$ cat src/rtl/ies_pkg.sv
// Package of constants and types for the instruction exception sequencer
package ies_pkg;
  // ----------------------------------------------------------------
  // Widths and vector numbers
  // ----------------------------------------------------------------
  localparam int unsigned ADDR_W = 32;
  localparam int unsigned DATA_W = 32;
  localparam int unsigned VEC_W = 8;
  localparam logic [7:0] VEC_ILLEGAL_GENERAL = 8'h04;
  localparam logic [7:0] VEC_ILLEGAL_SLOT = 8'h06;
  localparam logic [7:0] VEC_ADDR_ERROR = 8'h09;
  // Stack step per pushed longword, vector entry scale
  localparam logic [31:0] STACK_STEP = 32'h0000_0004;
  localparam int unsigned VEC_SHIFT = 2;
  // Reset values
  localparam logic [31:0] RESET_ADDR = 32'h0000_0000;
  localparam logic [7:0] RESET_VEC = 8'h00;

  // ----------------------------------------------------------------
  // Exception kinds and sequencer states
  // ----------------------------------------------------------------
  typedef enum logic [2:0] {
    IES_KIND_NONE = 3'b000,
    IES_KIND_TRAP = 3'b001,
    IES_KIND_SLOT = 3'b010,
    IES_KIND_GENERAL = 3'b011,
    IES_KIND_ADDR = 3'b100,
    IES_KIND_INTR = 3'b101
  } ies_kind_t;

  typedef enum logic [2:0] {
    IES_IDLE = 3'b000,
    IES_PUSH_SR = 3'b001,
    IES_PUSH_PC = 3'b010,
    IES_VEC_RD = 3'b011,
    IES_JUMP = 3'b100
  } ies_state_t;
endpackage : ies_pkg

$ cat src/rtl/ies_sequencer.sv
// Exception sequencer: detection, deferral, stacking and vectoring
`timescale 1ns/10ps
// Summary of operation
// - Trap pushes status then next-instruction address
// - Trap vectors by its own number, no slot
// - Instruction after a delayed branch not itself in a slot is slot
// - Undefined code in slot raises illegal slot
// - PC-altering instruction in slot raises illegal slot
// - Illegal slot stacks the branch target address
// - Illegal slot vectors to its handler, non-delayed
// - General illegal stacks the undefined code address
// - Deferred address error or interrupt taken later
// - Slot decode accepts no address error, interrupt
// - After control transfer, block interrupts only
// - Frame: return address at SP, status above
// - Stacking misalignment: finish, then address error
// - Address error stacking ignores further address errors
// - Misaligned pushes still run, SP minus four
// - Flag misaligned word and longword accesses
// - Address error waits for cycle and instruction
module ies_sequencer (
  input wire logic sys_clk,
  input wire logic reset,
  // Decode stage
  input wire logic dec_valid,
  input wire logic dec_undefined,
  input wire logic dec_trap_instruction,
  input wire logic [7:0] dec_trap_vector,
  input wire logic dec_delayed_branch,
  input wire logic dec_pc_write,
  input wire logic dec_ctrl_transfer,
  input wire logic [31:0] dec_program_counter,
  input wire logic [31:0] dec_next_pc,
  input wire logic [31:0] dec_branch_target,
  input wire logic [31:0] status_word,
  input wire logic [31:0] stack_pointer,
  input wire logic [31:0] vector_base,
  // Interrupt request from the arbiter
  input wire logic int_req,
  input wire logic [7:0] int_vector,
  // Bus access monitor for misalignment
  input wire logic mon_valid,
  input wire logic mon_word,
  input wire logic mon_long,
  input wire logic [31:0] mon_addr,
  // Exception bus master
  input wire logic bus_ack,
  input wire logic [31:0] bus_rdata,
  output logic bus_req,
  output logic bus_write,
  output logic [31:0] bus_addr,
  output logic [31:0] bus_wdata,
  // Core control
  output logic fetch_hold,
  output logic pc_load,
  output logic [31:0] pc_load_value,
  output logic sp_load,
  output logic [31:0] sp_load_value,
  output logic int_ack,
  output logic in_slot,
  output logic [2:0] exc_kind
);
  // ----------------------------------------------------------------
  // State
  // ----------------------------------------------------------------
  ies_pkg::ies_state_t state, next_state;
  ies_pkg::ies_kind_t kind, next_kind;
  logic slot, next_slot;
  logic int_block, next_int_block;
  logic ae_pend, next_ae_pend;
  logic int_pend, next_int_pend;
  logic [31:0] ret_addr, next_ret_addr;
  logic [31:0] saved_sr, next_saved_sr;
  logic [31:0] sp_work, next_sp_work;
  logic [7:0] vec, next_vec;
  logic next_bus_req, next_bus_write, next_fetch_hold;
  logic [31:0] next_bus_addr, next_bus_wdata;
  logic next_pc_load, next_sp_load, next_int_ack;
  logic [31:0] next_pc_load_value, next_sp_load_value;
  logic mis, slot_illegal;

  // Misaligned word or longword access
  function automatic logic misaligned(input logic w, input logic l, input logic [31:0] a);
    misaligned = (w && a[0]) || (l && (a[1:0] != 2'b00));
  endfunction : misaligned

  // Vector entry address
  function automatic logic [31:0] vec_addr(input logic [31:0] base, input logic [7:0] v);
    vec_addr = base + ({24'h0000_00, v} << ies_pkg::VEC_SHIFT);
  endfunction : vec_addr

  assign mis = mon_valid && misaligned(mon_word, mon_long, mon_addr);
  assign slot_illegal = slot && (dec_undefined || dec_pc_write || dec_trap_instruction);

  // ----------------------------------------------------------------
  // Next-state logic
  // ----------------------------------------------------------------
  always_comb begin
    next_state = state;
    next_kind = kind;
    next_slot = slot;
    next_int_block = int_block;
    next_ae_pend = ae_pend;
    next_int_pend = int_pend;
    next_ret_addr = ret_addr;
    next_saved_sr = saved_sr;
    next_sp_work = sp_work;
    next_vec = vec;
    next_bus_req = 1'b0;
    next_bus_write = 1'b0;
    next_bus_addr = bus_addr;
    next_bus_wdata = bus_wdata;
    next_fetch_hold = fetch_hold;
    next_pc_load = 1'b0;
    next_pc_load_value = pc_load_value;
    next_sp_load = 1'b0;
    next_sp_load_value = sp_load_value;
    next_int_ack = 1'b0;
    // Collect address errors; ignored while stacking for an address error
    if (mis && !(state != ies_pkg::IES_IDLE && kind == ies_pkg::IES_KIND_ADDR)) begin
      next_ae_pend = 1'b1;
    end
    // Latch a level request only while idle, so a request being serviced is not re-armed
    if (int_req && state == ies_pkg::IES_IDLE) begin
      next_int_pend = 1'b1;
    end
    case (state)
      ies_pkg::IES_IDLE: begin
        if (dec_valid) begin
          next_slot = dec_delayed_branch && !slot;
          next_int_block = dec_ctrl_transfer;
          next_saved_sr = status_word;
          next_sp_work = stack_pointer;
          next_kind = ies_pkg::IES_KIND_NONE;
          if (slot_illegal) begin
            next_kind = ies_pkg::IES_KIND_SLOT;
            next_ret_addr = dec_branch_target;
            next_vec = ies_pkg::VEC_ILLEGAL_SLOT;
          end else if (slot) begin
            next_kind = ies_pkg::IES_KIND_NONE;
          end else if (dec_undefined) begin
            next_kind = ies_pkg::IES_KIND_GENERAL;
            next_ret_addr = dec_program_counter;
            next_vec = ies_pkg::VEC_ILLEGAL_GENERAL;
          end else if (ae_pend || mis) begin
            next_kind = ies_pkg::IES_KIND_ADDR;
            next_ae_pend = 1'b0;
            next_ret_addr = dec_program_counter;
            next_vec = ies_pkg::VEC_ADDR_ERROR;
          end else if ((int_pend || int_req) && !int_block) begin
            next_kind = ies_pkg::IES_KIND_INTR;
            next_int_pend = 1'b0;
            next_int_ack = 1'b1;
            next_ret_addr = dec_program_counter;
            next_vec = int_vector;
          end else if (dec_trap_instruction) begin
            next_kind = ies_pkg::IES_KIND_TRAP;
            next_ret_addr = dec_next_pc;
            next_vec = dec_trap_vector;
          end
          if (next_kind != ies_pkg::IES_KIND_NONE) begin
            next_slot = 1'b0;
            next_state = ies_pkg::IES_PUSH_SR;
            next_fetch_hold = 1'b1;
            next_sp_work = stack_pointer - ies_pkg::STACK_STEP;
            next_bus_req = 1'b1;
            next_bus_write = 1'b1;
            next_bus_addr = stack_pointer - ies_pkg::STACK_STEP;
            next_bus_wdata = status_word;
          end
        end
      end
      ies_pkg::IES_PUSH_SR: begin
        next_bus_req = 1'b1;
        next_bus_write = 1'b1;
        if (bus_ack) begin
          next_state = ies_pkg::IES_PUSH_PC;
          next_sp_work = sp_work - ies_pkg::STACK_STEP;
          next_bus_addr = sp_work - ies_pkg::STACK_STEP;
          next_bus_wdata = ret_addr;
        end
      end
      ies_pkg::IES_PUSH_PC: begin
        next_bus_req = 1'b1;
        next_bus_write = 1'b1;
        if (bus_ack) begin
          next_state = ies_pkg::IES_VEC_RD;
          next_bus_write = 1'b0;
          next_bus_addr = vec_addr(vector_base, vec);
          next_sp_load = 1'b1;
          next_sp_load_value = sp_work;
        end
      end
      ies_pkg::IES_VEC_RD: begin
        next_bus_req = 1'b1;
        if (bus_ack) begin
          next_bus_req = 1'b0;
          next_state = ies_pkg::IES_JUMP;
          next_pc_load = 1'b1;
          next_pc_load_value = bus_rdata;
        end
      end
      ies_pkg::IES_JUMP: begin
        // Pending stacking error waits in IDLE and starts its own sequence at the next decoded instruction
        next_fetch_hold = 1'b0;
        next_state = ies_pkg::IES_IDLE;
        next_kind = ies_pkg::IES_KIND_NONE;
      end
      default: begin
        next_state = ies_pkg::IES_IDLE;
      end
    endcase
  end

  // ----------------------------------------------------------------
  // Registers
  // ----------------------------------------------------------------
  always_ff @(posedge sys_clk) begin
    if (reset) begin
      state <= ies_pkg::IES_IDLE;
      kind <= ies_pkg::IES_KIND_NONE;
      slot <= 1'b0;
      int_block <= 1'b0;
      ae_pend <= 1'b0;
      int_pend <= 1'b0;
      ret_addr <= ies_pkg::RESET_ADDR;
      saved_sr <= ies_pkg::RESET_ADDR;
      sp_work <= ies_pkg::RESET_ADDR;
      vec <= ies_pkg::RESET_VEC;
      bus_req <= 1'b0;
      bus_write <= 1'b0;
      bus_addr <= ies_pkg::RESET_ADDR;
      bus_wdata <= ies_pkg::RESET_ADDR;
      fetch_hold <= 1'b0;
      pc_load <= 1'b0;
      pc_load_value <= ies_pkg::RESET_ADDR;
      sp_load <= 1'b0;
      sp_load_value <= ies_pkg::RESET_ADDR;
      int_ack <= 1'b0;
      in_slot <= 1'b0;
      exc_kind <= 3'b000;
    end else begin
      state <= next_state;
      kind <= next_kind;
      slot <= next_slot;
      int_block <= next_int_block;
      ae_pend <= next_ae_pend;
      int_pend <= next_int_pend;
      ret_addr <= next_ret_addr;
      saved_sr <= next_saved_sr;
      sp_work <= next_sp_work;
      vec <= next_vec;
      bus_req <= next_bus_req;
      bus_write <= next_bus_write;
      bus_addr <= next_bus_addr;
      bus_wdata <= next_bus_wdata;
      fetch_hold <= next_fetch_hold;
      pc_load <= next_pc_load;
      pc_load_value <= next_pc_load_value;
      sp_load <= next_sp_load;
      sp_load_value <= next_sp_load_value;
      int_ack <= next_int_ack;
      in_slot <= next_slot;
      exc_kind <= next_kind;
    end
  end
endmodule : ies_sequencer

$ cat config.mk
export PLATFORM = sky130hd
export DESIGN_NAME = ies_sequencer
export DESIGN_NICKNAME = d
export VERILOG_FILES = /design/src/rtl/ies_pkg.sv /design/src/rtl/ies_sequencer.sv
export SDC_FILE = /design/constraint.sdc
export NUM_CORES = 1
export LEC_CHECK = 0
export ABC_AREA = 1
export BUFFER_PORTS_ARGS = -buffer_cell sky130_fd_sc_hd__buf_2
export CORE_MARGIN = 3
export CORE_UTILIZATION = 50
export DETAILED_ROUTE_END_ITERATION = 10
export PLACE_DENSITY = 0.79
export SLEW_MARGIN = 20
export SYNTH_ARGS = -nofsm -noshare
export SYNTH_HDL_FRONTEND = slang
export SYNTH_SLANG_ARGS = --single-unit
$ cat constraint.sdc
create_clock -name sys_clk -period 6.9 [get_ports sys_clk]
set_clock_uncertainty 0.2 [all_clocks]
set_input_delay 1.38 -clock sys_clk [delete_from_list [all_inputs] [get_ports sys_clk]]
set_output_delay 1.38 -clock sys_clk [all_outputs]
set_load 0.01 [all_outputs]
=== Yosys cells after proc, flatten, opt, wreduce, memory -nomap -nowiden ===
Index checks and enable logic that the tools add are counted.

* Flip-flop bits (word level): 216
* Input bits: 285
* Word-level logic and storage cells: 142

* Add/sub/neg operators: 3
* Eq/ne operators: 11
* Mux-type cells: 66
* Bitwise logic cells: 4
* Reduce and logical (&&, ||, !) cells: 39

{| class="wikitable"
|+ Operator list
! operator !! number
|-
| $mux W32 || 15
|-
| $pmux W32 S2 || 2
|-
| $pmux W32 S3 || 1
|-
| $sub A32 B3 Y32 const B || 2
|-
| $mux W8 || 6
|-
| $mux W3 || 13
|-
| $add A32 B10 Y32 || 1
|-
| $mux W1 || 24
|-
| $pmux W3 S4 || 1
|-
| $reduce_and A5 Y1 || 2
|-
| $logic_and A1 B1 Y1 || 9
|-
| $reduce_bool A3 Y1 || 3
|-
| $ne A2 B2 Y1 const B || 4
|-
| $reduce_and A2 Y1 || 4
|-
| $reduce_and A4 Y1 || 2
|-
| $reduce_or A7 Y1 || 1
|-
| $eq A3 B2 Y1 const B || 2
|-
| $eq A3 B3 Y1 const B || 2
|-
| $pmux W1 S3 || 2
|-
| $pmux W3 S2 || 1
|-
| $reduce_and A3 Y1 || 2
|-
| $reduce_bool A2 Y1 || 3
|-
| $reduce_or A2 Y1 || 3
|-
| $logic_or A1 B1 Y1 || 5
|-
| other kinds (7) || 13
|}

=== Logic depth before layout (Yosys ltp) ===
Gate-level depths: netlist (run 1).

* Word-level depth: 15
* Gate-level depth with buffers: 15

=== Worst setup path before layout (run 1) ===
Ideal clock, no wire load.

* Path type: input port to flip-flop
* From: in vector_base[2]
* To: reg bus_addr[30]
* Library setup time: 0.117 ns
* Arrival: 2.861 ns
* Required time: 6.583 ns
* Path slack: 3.722 ns
* Cell stages on the path: 13
* Cell sequence: ha_1 inv_1 fa_1 inv_1 nand2_1 a21oi_1 nand2_1 nand2_1 nand3_1 nand3_1 nand3_1 nor2_1 nor2_1

* Cells in the longest elaborated chain, start to end: 3

{| class="wikitable"
|+ RTL lines
! item !! line !! source
|-
| start, declared || ies_sequencer.sv:37 || <nowiki>input wire logic [31:0] vector_base,</nowiki>
|-
| $add A32 B10 Y32 || ies_sequencer.sv:89 || <nowiki>vec_addr = base + ({24'h0000_00, v} << ies_pkg::VEC_SHIFT);</nowiki>
|-
| $mux W32 || ies_sequencer.sv:186 || <nowiki>if (bus_ack) begin</nowiki>
|-
| $pmux W32 S3 || ies_sequencer.sv:127 || <nowiki>case (state)</nowiki>
|-
| end signal, assigned || ies_sequencer.sv:232 || <nowiki>bus_addr <= ies_pkg::RESET_ADDR;</nowiki>
|-
| end signal, assigned || ies_sequencer.sv:255 || <nowiki>bus_addr <= next_bus_addr;</nowiki>
|-
| end, declared || ies_sequencer.sv:51 || <nowiki>output logic [31:0] bus_addr,</nowiki>
|}

No other way between the ends. The select of a mux whose other input is x is not followed.
A chain may end at the register's enable or synchronous reset.

=== Final worst setup path (run 1) ===
* From: in bus_ack
* To: reg bus_wdata[0]

* Cells in the longest elaborated chain, start to end: 2

{| class="wikitable"
|+ RTL lines
! item !! line !! source
|-
| start, declared || ies_sequencer.sv:47 || <nowiki>input wire logic bus_ack,</nowiki>
|-
| $ne A2 B2 Y1 (no line) || n/a ||
|-
| $reduce_and A4 Y1 (no line) || n/a ||
|-
| end signal, assigned || ies_sequencer.sv:233 || <nowiki>bus_wdata <= ies_pkg::RESET_ADDR;</nowiki>
|-
| end signal, assigned || ies_sequencer.sv:256 || <nowiki>bus_wdata <= next_bus_wdata;</nowiki>
|-
| end, declared || ies_sequencer.sv:52 || <nowiki>output logic [31:0] bus_wdata,</nowiki>
|}

No other way between the ends.

==> run_results.csv, run 1 <==
group,metric,value,unit
worst_setup_path,cp_top_family,"buffers and inverters",
sta,grt_setup_unrepaired,"no",
drt,vias_per_cell,5.35,
clock_tree,ctsHoldBuffers,0,
global_route,grt_overflow,0,
worst_setup_path,cp.required,7180,ps
global_route,grt_pass1_wl,74.1,mm
finish,fin_cells,2857,
sta,finalCritPeriodShare,0.551,
synthesis,yosys.area_share.xor_xnor,0.00940,
global_route,grt_max_degree,89,
synthesis,syn_nets,2481,
floorplan,io_pins,423,
worst_setup_path,path_buf_inv,4,
global_route,grt_util_met3,0.0491,
placement,place_congestion,0.988,
clock_tree,cts_tree,"built",
synthesis,yosys-mux-area-fraction,0,
sta,hold_viol,0,
power,p_leak,0.00807,µW
clock_tree,clk_pin_slew,60,ps
sta,final-setup-viol-count,0,
finish,syn_to_final_growth,21.7,%
sta,maxSlewHeadroom,0.281,
hold_path,hold_start,"pc_load_value[24]",
clock_tree,h-tree-depth,1,
sta,tns,0,ps
worst_setup_path,cpMostUsedCell,"inv_2",
sta,drv_slew,0,
synthesis,syn_inst,2185,
floorplan,die_h,168,µm
synthesis,synthSimpleGateAreaFrac,0.357,
placement,dpl.cell_count,2807,
drt,wl,48.0,mm
worst_setup_path,cp-start-kind,"primary input",
placement,hpwl,36.5,mm
sta,worst_slew_pin_slew,1080,ps
clock_tree,clock-sinks,216,
worst_setup_path,worstPathArrival,4080,ps
placement,place_area,0.0150,mm²
synthesis,ys_seq_area_frac,0.331,
drt,first_iter_violations,1313,
synthesis,synth_top_family_by_area,"simple AND/OR/NAND/NOR gates",
placement,dp_worst_setup_slack,2590,ps
drt,drt-wirelength-per-cell,16.8,µm
clock_tree,clock_latency,540,ps
floorplan,start_util,0.514,
floorplan,die_w,168,µm
floorplan,core,0.0254,mm²
power,ir_drop,0.231,mV
sta,fin_crit,3800,ps
sta,fin_ws,3100,ps
run_status,outcome,"finished clean",
worst_setup_path,critPathKind,"primary input to register",
synthesis,yosysWarningCount,0,
worst_setup_path,end_kind,"register",
worst_setup_path,r2r-start,"state[0]",
global_route,met1_usage,0.396,
hold_path,holdPathStages,2,
finish,fin_area,0.0159,mm²
placement,port_buffers,392,
finish,nets,2800,
worst_setup_path,critPathMaxStageDelay,630,ps
floorplan,rows,58,
clock_tree,cts-root-buf,"clkbuf_16",
worst_setup_path,critical_path.slowest_cell,"inv_2",
clock_tree,cts_made_buffers,25,
worst_setup_path,critPathLaunch,"bus_ack",
clock_tree,cts_repair_resize_count,0,
global_route,met2_usage,0.569,
synthesis,syn_area,0.0131,mm²
drt,vias,15286,
finish,fill_cells,2528,
global_route,antenna_found_initial,5,
synthesis,ys_seq_elements,216,
power,power.total,6170,µW
floorplan,dieArea,0.0281,mm²
synthesis,syn_avg_cell_area,5.97,µm²
global_route,top_usage_layer,"met2",
clock_tree,clockBufferDepth,3,
power,powerDensity,388,mW/mm²
run,max-cap-violations,0,
finish,layout-drive-gt1-share,0.188,
worst_setup_path,worst_r2r_path_depth,9,
worst_setup_path,critPathMaxFanout,53,
synthesis,synthAdderAreaFrac,0.0111,
synthesis,synth_compound_area_frac,0.181,
hold_path,hp-class,"register to register",
global_route,grt_pass1_vias,14069,
clock_tree,post-cts-setup-buffers,0,
worst_setup_path,crit_cells,9,
global_route,grtUsageTotal,0.323,
drt,ant_nets,0,
synthesis,ys_types,42,
drt,dr.pass1.iters,9,
worst_setup_path,crit_chain,"buf_2 -> inv_2 -> a211oi_1 -> nand2_2 -> inv_2 -> nand2_2 -> inv_2 -> nor2_1 -> nor2_1",
sta,fmax,0.263,GHz
drt,drc,0,
==> worst register-to-register path, stage by stage, from the launching register on <==
cell and delay (ps):
dfxtp_1 380, nor2_2 210, nand2_1 110, nor2_1 760, nand2_2 740, buf_4 500
a21oi_1 160, o21ai_0 170, nand2_1 120, inv_1 40
==> flip-flops by register name (all words and copies together) (netlist names), 8 cells and up <==
name / flops
sp_work: 32
ret_addr: 32
vec: 8
sp_load_value: 32
bus_addr: 32
bus_wdata: 32
pc_load_value: 32
==> cell usage after synthesis (all sizes together) <==
library cell / n / area, µm²
nor3: 11 / 55.1
fa: 1 / 20.0
nand2b: 1 / 6.26
o21ai: 228 / 1140
o21a: 1 / 7.51
xnor2: 4 / 35.0
inv: 257 / 965
a31oi: 6 / 37.5
o31ai: 1 / 7.51
o211ai: 10 / 75.1
ha: 10 / 125
a22oi: 1 / 7.51
a21o: 2 / 15.0
clkbuf: 61 / 230
nand2: 541 / 2060
a311oi: 1 / 8.76
nand3b: 8 / 60.1
xor2: 10 / 87.6
buf: 46 / 243
dfxtp: 216 / 4320
nand4: 17 / 106
o21bai: 7 / 52.6
and2: 3 / 18.8
or2: 3 / 18.8
nor4: 3 / 18.8
a211oi: 1 / 7.51
nor2: 331 / 1260
a21oi: 200 / 1000
nand3: 204 / 1040
==> placed cells by master (no fill, tap or decap), drive strengths merged, types with 2 or more instances in the layout <==
master / netlist / layout
bufinv: 0 / 3
nand4: 17 / 17
a31oi: 6 / 6
xnor2: 4 / 4
ha: 10 / 10
o21bai: 7 / 7
o21ai: 228 / 228
a21o: 2 / 2
inv: 257 / 258
nor3: 11 / 11
buf: 46 / 399
or2: 3 / 3
a21oi: 200 / 200
diode: 0 / 5
nor2: 331 / 331
clkinv: 0 / 5
dfxtp: 216 / 216
o211ai: 10 / 10
xor2: 10 / 10
nand2: 541 / 541
nor4: 3 / 3
nand3b: 8 / 8
and2: 3 / 3
nand3: 204 / 204
clkbuf: 61 / 35
==> stage by stage <==
stage | hold slack, ps | util
floorplan | 247 | -
global placement | 245 | 0.591
detailed placement | 250 | 0.591
CTS | 258 | 0.624
global route | 274 | 0.625
finish | 257 | 0.625
==> metal layers <==
metal / vias up / share of wire
met3: 111 / 0.070
met1: 6912 / 0.40
met4: 0 / 0.042
met2: 613 / 0.49
li1: 7650 / -
met5: - / 0
==> cells by family after synthesis <==
kind of cell,count (synthesis)
compound gates,458
xor+xnor,14
fa+ha+maj,11
buf+inv,364
flops,216
simple gates,1122
==> path summary, 6_finish.rpt <==
check / endpoint / slack [ps]
setup / recovery: bus_wdata[0] / 3100
hold / removal: pc_load_value[24] / 260
setup reg to reg: ret_addr[0] / 3430
hold reg to reg: pc_load_value[24] / 260
==> cell type report <==
type	count	area, µm²	share of cell area
sequential	216	4320	0.272
clock inverter	10	146	0.00922
tap	330	413	0.0260
inverter	257	965	0.0608
timing repair buffer	399	2020	0.127
multi-input combinational	1605	7310	0.460
clock buffer	35	693	0.0437
antenna	5	12.5	0.000788
==> power by group <==
| group | leakage, µW | switching (µW) | total [µW] | internal [µW] |
|---|---|---|---|---|
| registers | 0.00177 | 305 | 1930 | 1630 |
| clock network | 0.000410 | 555 | 1370 | 817 |
| logic | 0.00589 | 1970 | 2860 | 888 |
| total | 0.00807 | 2830 | 6170 | 3330 |
Power figures use the tool's default switching activity.
==> inputs of run 2 (changes only) <==
clock period = 3.9 ns   (was 6.9 ns; I/O delays follow)
==> run 2 against run 1 <==
  * Utilization grew 0.90 points
  * Routed wire length shrank 0.36%
  * Global-route usage grew 0.14 points
  * Clock-buffer cell count shrank 7
  * Via count grew 2.1%
  * Combinational power grew 78%
  * Sequential power grew 77%
==> run_results.csv, run 2 (synthesis results as in run 1) <==
group,metric,value,unit
run_status,outcome,"finished clean",
floorplan,die_w,168,µm
global_route,grtUsageTotal,0.324,
finish,final_cell_mix,"nand2_1 (532), buf_2 (391), nor2_1 (325)",
drt,wl,47.9,mm
floorplan,die_h,168,µm
floorplan,io_pins,423,
power,p_sw,5040,µW
global_route,grt_max_degree,69,
finish,fill_cells,2515,
drt,dr.pass1.iters,6,
finish,multi_input_area,0.00730,mm²
finish,nets,2814,
global_route,antenna_found_initial,10,
clock_tree,clock_latency,540,ps
power,power_frac_comb,0.457,
drt,first_iter_violations,1396,
drt,vias_per_cell,5.43,
clock_tree,ctsHoldBuffers,0,
power,p_leak,0.00819,µW
finish,register_area,0.00432,mm²
clock_tree,clockBufferDepth,3,
floorplan,rows,58,
clock_tree,cts-root-buf,"clkbuf_16",
drt,vias,15602,
finish,final_common_cell,"nand2_1",
floorplan,start_util,0.514,
placement,hpwl,36.5,mm
clock_tree,h-tree-depth,1,
clock_tree,clock-sinks,216,
sta,tns,0,ps
run,max-cap-violations,0,
sta,hold_viol,0,
placement,place_congestion,0.958,
power,intPower,6140,µW
sta,finalCritPeriodShare,0.721,
power,powerDensity,694,mW/mm²
global_route,grt_overflow,0,
drt,ant_nets,0,
worst_setup_path,cp-start-kind,"register",
sta,drv_slew,0,
drt,drt-wirelength-per-cell,16.6,µm
clock_tree,post-cts-setup-buffers,0,
finish,layout-drive-gt1-share,0.194,
sta,fmax,0.355,GHz
sta,maxSlewHeadroom,0.403,
clock_tree,cts_tree,"built",
power,power.share.switching,0.451,
global_route,grt_pass1_vias,14359,
worst_setup_path,critPathMaxFanout,38,
sta,grt_setup_unrepaired,"no",
finish,syn_to_final_growth,23.4,%
sta,fin_crit,2810,ps
sta,final-setup-viol-count,0,
floorplan,dieArea,0.0281,mm²
power,seqPwrFrac,0.305,
clock_tree,cts_made_buffers,25,
power,ir_drop,0.556,mV
worst_setup_path,end_kind,"register",
hold_path,hp-class,"register to register",
clock_tree,clk_pin_slew,60,ps
floorplan,core,0.0254,mm²
clock_tree,cts_repair_resize_count,0,
worst_setup_path,worstPathArrival,3050,ps
drt,drc,0,
global_route,grt_pass1_wl,74.6,mm
worst_setup_path,critPathKind,"register to register",
sta,worst_slew_pin_slew,895,ps
sta,holdWs,255,ps
worst_setup_path,cp.required,4130,ps
placement,port_buffers,392,
power,power_frac_clock,0.238,
-- run 2: cell count changes in the layout (fill, tap and decap cells not counted), moves of 2 or more --
cell / change
buf_12: +2
buf_4: +12
bufinv_16: +3
clkbuf_1: -6
diode_2: +3
nand2_1: +2
nand2_2: -2
-- run 2: stage by stage --
step                 util  power [µW]  area, µm²  setup WS (ps)  cells
CTS                 0.633       11100      16100           1100   2867
global route        0.634       12000      16100            870   2875
detailed placement  0.597        8440      15200            744   2821
floorplan               -        6830      13100           1320   2185
global placement    0.597        8340      15200            809   2821
finish              0.634       11200      16100           1090   2875
-- run 2: critical path, cell delays in order (launching register included) --
cell,delay [ps]
dfxtp_1,460
nor2_2,100
nand2_2,210
nand2_2,150
nand2_1,100
nand4_1,90
inv_2,80
nand2_4,190
inv_2,600
nand3_1,290
nor2_1,160
nor2_1,50
-- run 2: worst paths after layout --
kind / startpoint / endpoint / slack, ps / depth (start not counted)
hold / removal: sp_load_value[29] / sp_load_value[29] / 250 / 2
setup reg to reg: state[0] / bus_addr[28] / 1090 / 11
hold reg to reg: sp_load_value[29] / sp_load_value[29] / 250 / 2
setup / recovery: state[0] / bus_addr[28] / 1090 / 11
-- run 2: power groups by stage --
stage	sequential [µW]	combinational, µW	clock, µW
6_report	3410	5100	2660
5_1_grt	3480	5750	2790
4_1_cts	3390	5060	2690
3_5_place_dp	3430	5020	0
3_3_place_gp	3410	4930	0
2_1_floorplan	3460	3370	0
-- run 2: per-layer routing --
layer	routed length (µm)	track usage
met2	22800	0.552
met1	19200	0.400
met5	23	0
met3	3240	0.0493
met4	2590	0.161
-- run 2: layout make-up --
cell class | count | share of cell area
multi-input cells | 1605 | 0.453
inverters | 257 | 0.0599
diodes | 8 | 0.00124
well taps | 330 | 0.0256
clock inverters | 18 | 0.0172
flip-flops and latches | 216 | 0.268
clock buffers | 28 | 0.0408
repair buffers | 413 | 0.133
==> inputs of run 3 (changes only) <==
CORE_UTILIZATION = 47   (was 50)
PLACE_DENSITY = 0.78   (was 0.79)
clock period = 2.5 ns   (was 3.9 ns; I/O delays follow)
==> run 3 against run 2 <==
  * Worst hold slack got worse by 240 ps
  * Power rose by 60%
  * Routed wire length rose by 1.6%
  * Clock power rose by 59%
  * Final cell count rose by 2.4%
  * Die area rose by 6.1%
  * Register-to-register slack got worse by 900 ps
==> run_results.csv, run 3 (synthesis results as in run 1) <==
group,metric,value,unit
run_status,outcome,"finished clean",
worst_setup_path,cpMostUsedCell,"nand3_1",
drt,first_iter_violations,1158,
sta,drv_slew,0,
sta,tns,0,ps
drt,drc,0,
floorplan,start_util,0.482,
global_route,grt_pass1_wl,76.1,mm
floorplan,dieArea,0.0298,mm²
clock_tree,clockBufferDepth,3,
clock_tree,clock_latency,550,ps
global_route,top_usage_layer,"met2",
clock_tree,clk_pin_slew,60,ps
worst_setup_path,path_buf_inv,3,
sta,maxSlewHeadroom,0.539,
sta,hold_viol,0,
sta,final-setup-viol-count,0,
finish,register_area,0.00432,mm²
worst_setup_path,end_kind,"register",
drt,vias,15606,
power,powerDensity,1080,mW/mm²
floorplan,io_pins,423,
run,max-cap-violations,0,
finish,syn_to_final_growth,26.7,%
global_route,grtUsageTotal,0.309,
clock_tree,post-cts-setup-buffers,0,
worst_setup_path,critPathKind,"register to register",
finish,final_common_cell,"nand2_1",
sta,fin_crit,2320,ps
finish,layout-drive-gt1-share,0.207,
placement,place_congestion,0.944,
floorplan,die_w,173,µm
placement,dpl.cell_count,2888,
sta,holdWs,13.7,ps
clock_tree,cts-root-buf,"clkbuf_16",
finish,fin_cells,2945,
global_route,grt_overflow,0,
placement,port_buffers,392,
floorplan,rows,60,
global_route,antenna_found_initial,9,
finish,nets,2841,
worst_setup_path,cp-start-kind,"register",
global_route,grt_pass1_vias,14653,
finish,final_cell_mix,"nand2_1 (527), buf_2 (391), nor2_1 (325)",
drt,wl,48.6,mm
global_route,grt_max_degree,124,
sta,finalCritPeriodShare,0.927,
finish,multi_input_area,0.00734,mm²
placement,hpwl,37.1,mm
worst_setup_path,cp_top_family,"simple AND/OR/NAND/NOR gates",
power,ir_drop,0.594,mV
clock_tree,h-tree-depth,1,
drt,dr.pass1.iters,8,
sta,fmax,0.432,GHz
clock_tree,clock-sinks,216,
worst_setup_path,crit_chain,"ha_2 -> inv_1 -> fa_1 -> inv_1 -> nand2_2 -> nand2_2 -> nand3_1 -> nand2_2 -> buf_4 -> nand3_1 -> nand3_1 -> nand3_1 -> nor2_1 -> nor2_1",
floorplan,core,0.0271,mm²
worst_setup_path,critPathMaxFanout,4,
clock_tree,cts_repair_resize_count,0,
finish,fill_cells,2682,
clock_tree,ctsHoldBuffers,0,
power,power.total,17900,µW
drt,vias_per_cell,5.30,
worst_setup_path,critPathMaxStageDelay,390,ps
hold_path,hp-class,"primary input to register",
worst_setup_path,worstPathArrival,2550,ps
clock_tree,cts_tree,"built",
sta,worst_slew_pin_slew,692,ps
clock_tree,cts_made_buffers,27,
floorplan,die_h,173,µm
worst_setup_path,critical_path.slowest_cell,"fa_1",
power,p_leak,0.00838,µW
drt,drt-wirelength-per-cell,16.5,µm
global_route,met1_usage,0.377,
global_route,met2_usage,0.534,
global_route,grt_util_met3,0.0455,
drt,ant_nets,0,
worst_setup_path,cp.required,2730,ps
==> run 3: cell types whose count changed in the layout (fill, tap and decap cells not counted), sizes merged <==
cell,before,now
bufinv,6,4
buf,413,438
diode,8,7
clkinvlp,2,4
clkbuf,28,32
==> run 3: worst paths after layout <==
path                     startpoint  slack, ps           endpoint  cells after the start
setup / recovery             vec[0]        180       bus_addr[26]                     14
hold / removal        bus_rdata[26]         10  pc_load_value[26]                      3
setup reg to reg             vec[0]        180       bus_addr[26]                     14
hold reg to reg   pc_load_value[27]        260  pc_load_value[27]                      2
==> run 3: worst min-delay path, stage by stage <==
cell and delay, ps:
buf_2 100, nand3_1 70, a21oi_1 60
==> run 3: area by class of cell <==
class                   count  area share
well taps                 372      0.0282
diodes                      7     0.00106
repair buffers            438       0.148
inverters                 257      0.0585
flip-flops and latches    216       0.262
clock inverters            18      0.0138
clock buffers              32      0.0450
multi-input cells        1605       0.444
==> run 3: per-stage QoR <==
step                 util  worst slack (ps)  instance area [µm²]
global placement    0.572             -71.9                15500
CTS                 0.608              68.9                16500
floorplan               -               202                13100
finish              0.610               183                16500
global route        0.610             -5.57                16500
detailed placement  0.572              -153                15500
==> run 3: power breakdown <==
group | switching [µW] | internal (µW)
sequential | 816 | 4490
clock | 1650 | 2570
combinational | 5530 | 2840
==> run 3: layer usage <==
layer | up-vias | routed length (µm)
met5 | - | 0
met4 | 0 | 2600
met3 | 129 | 3350
met2 | 651 | 23200
met1 | 7070 | 19400
li1 | 7756 | -
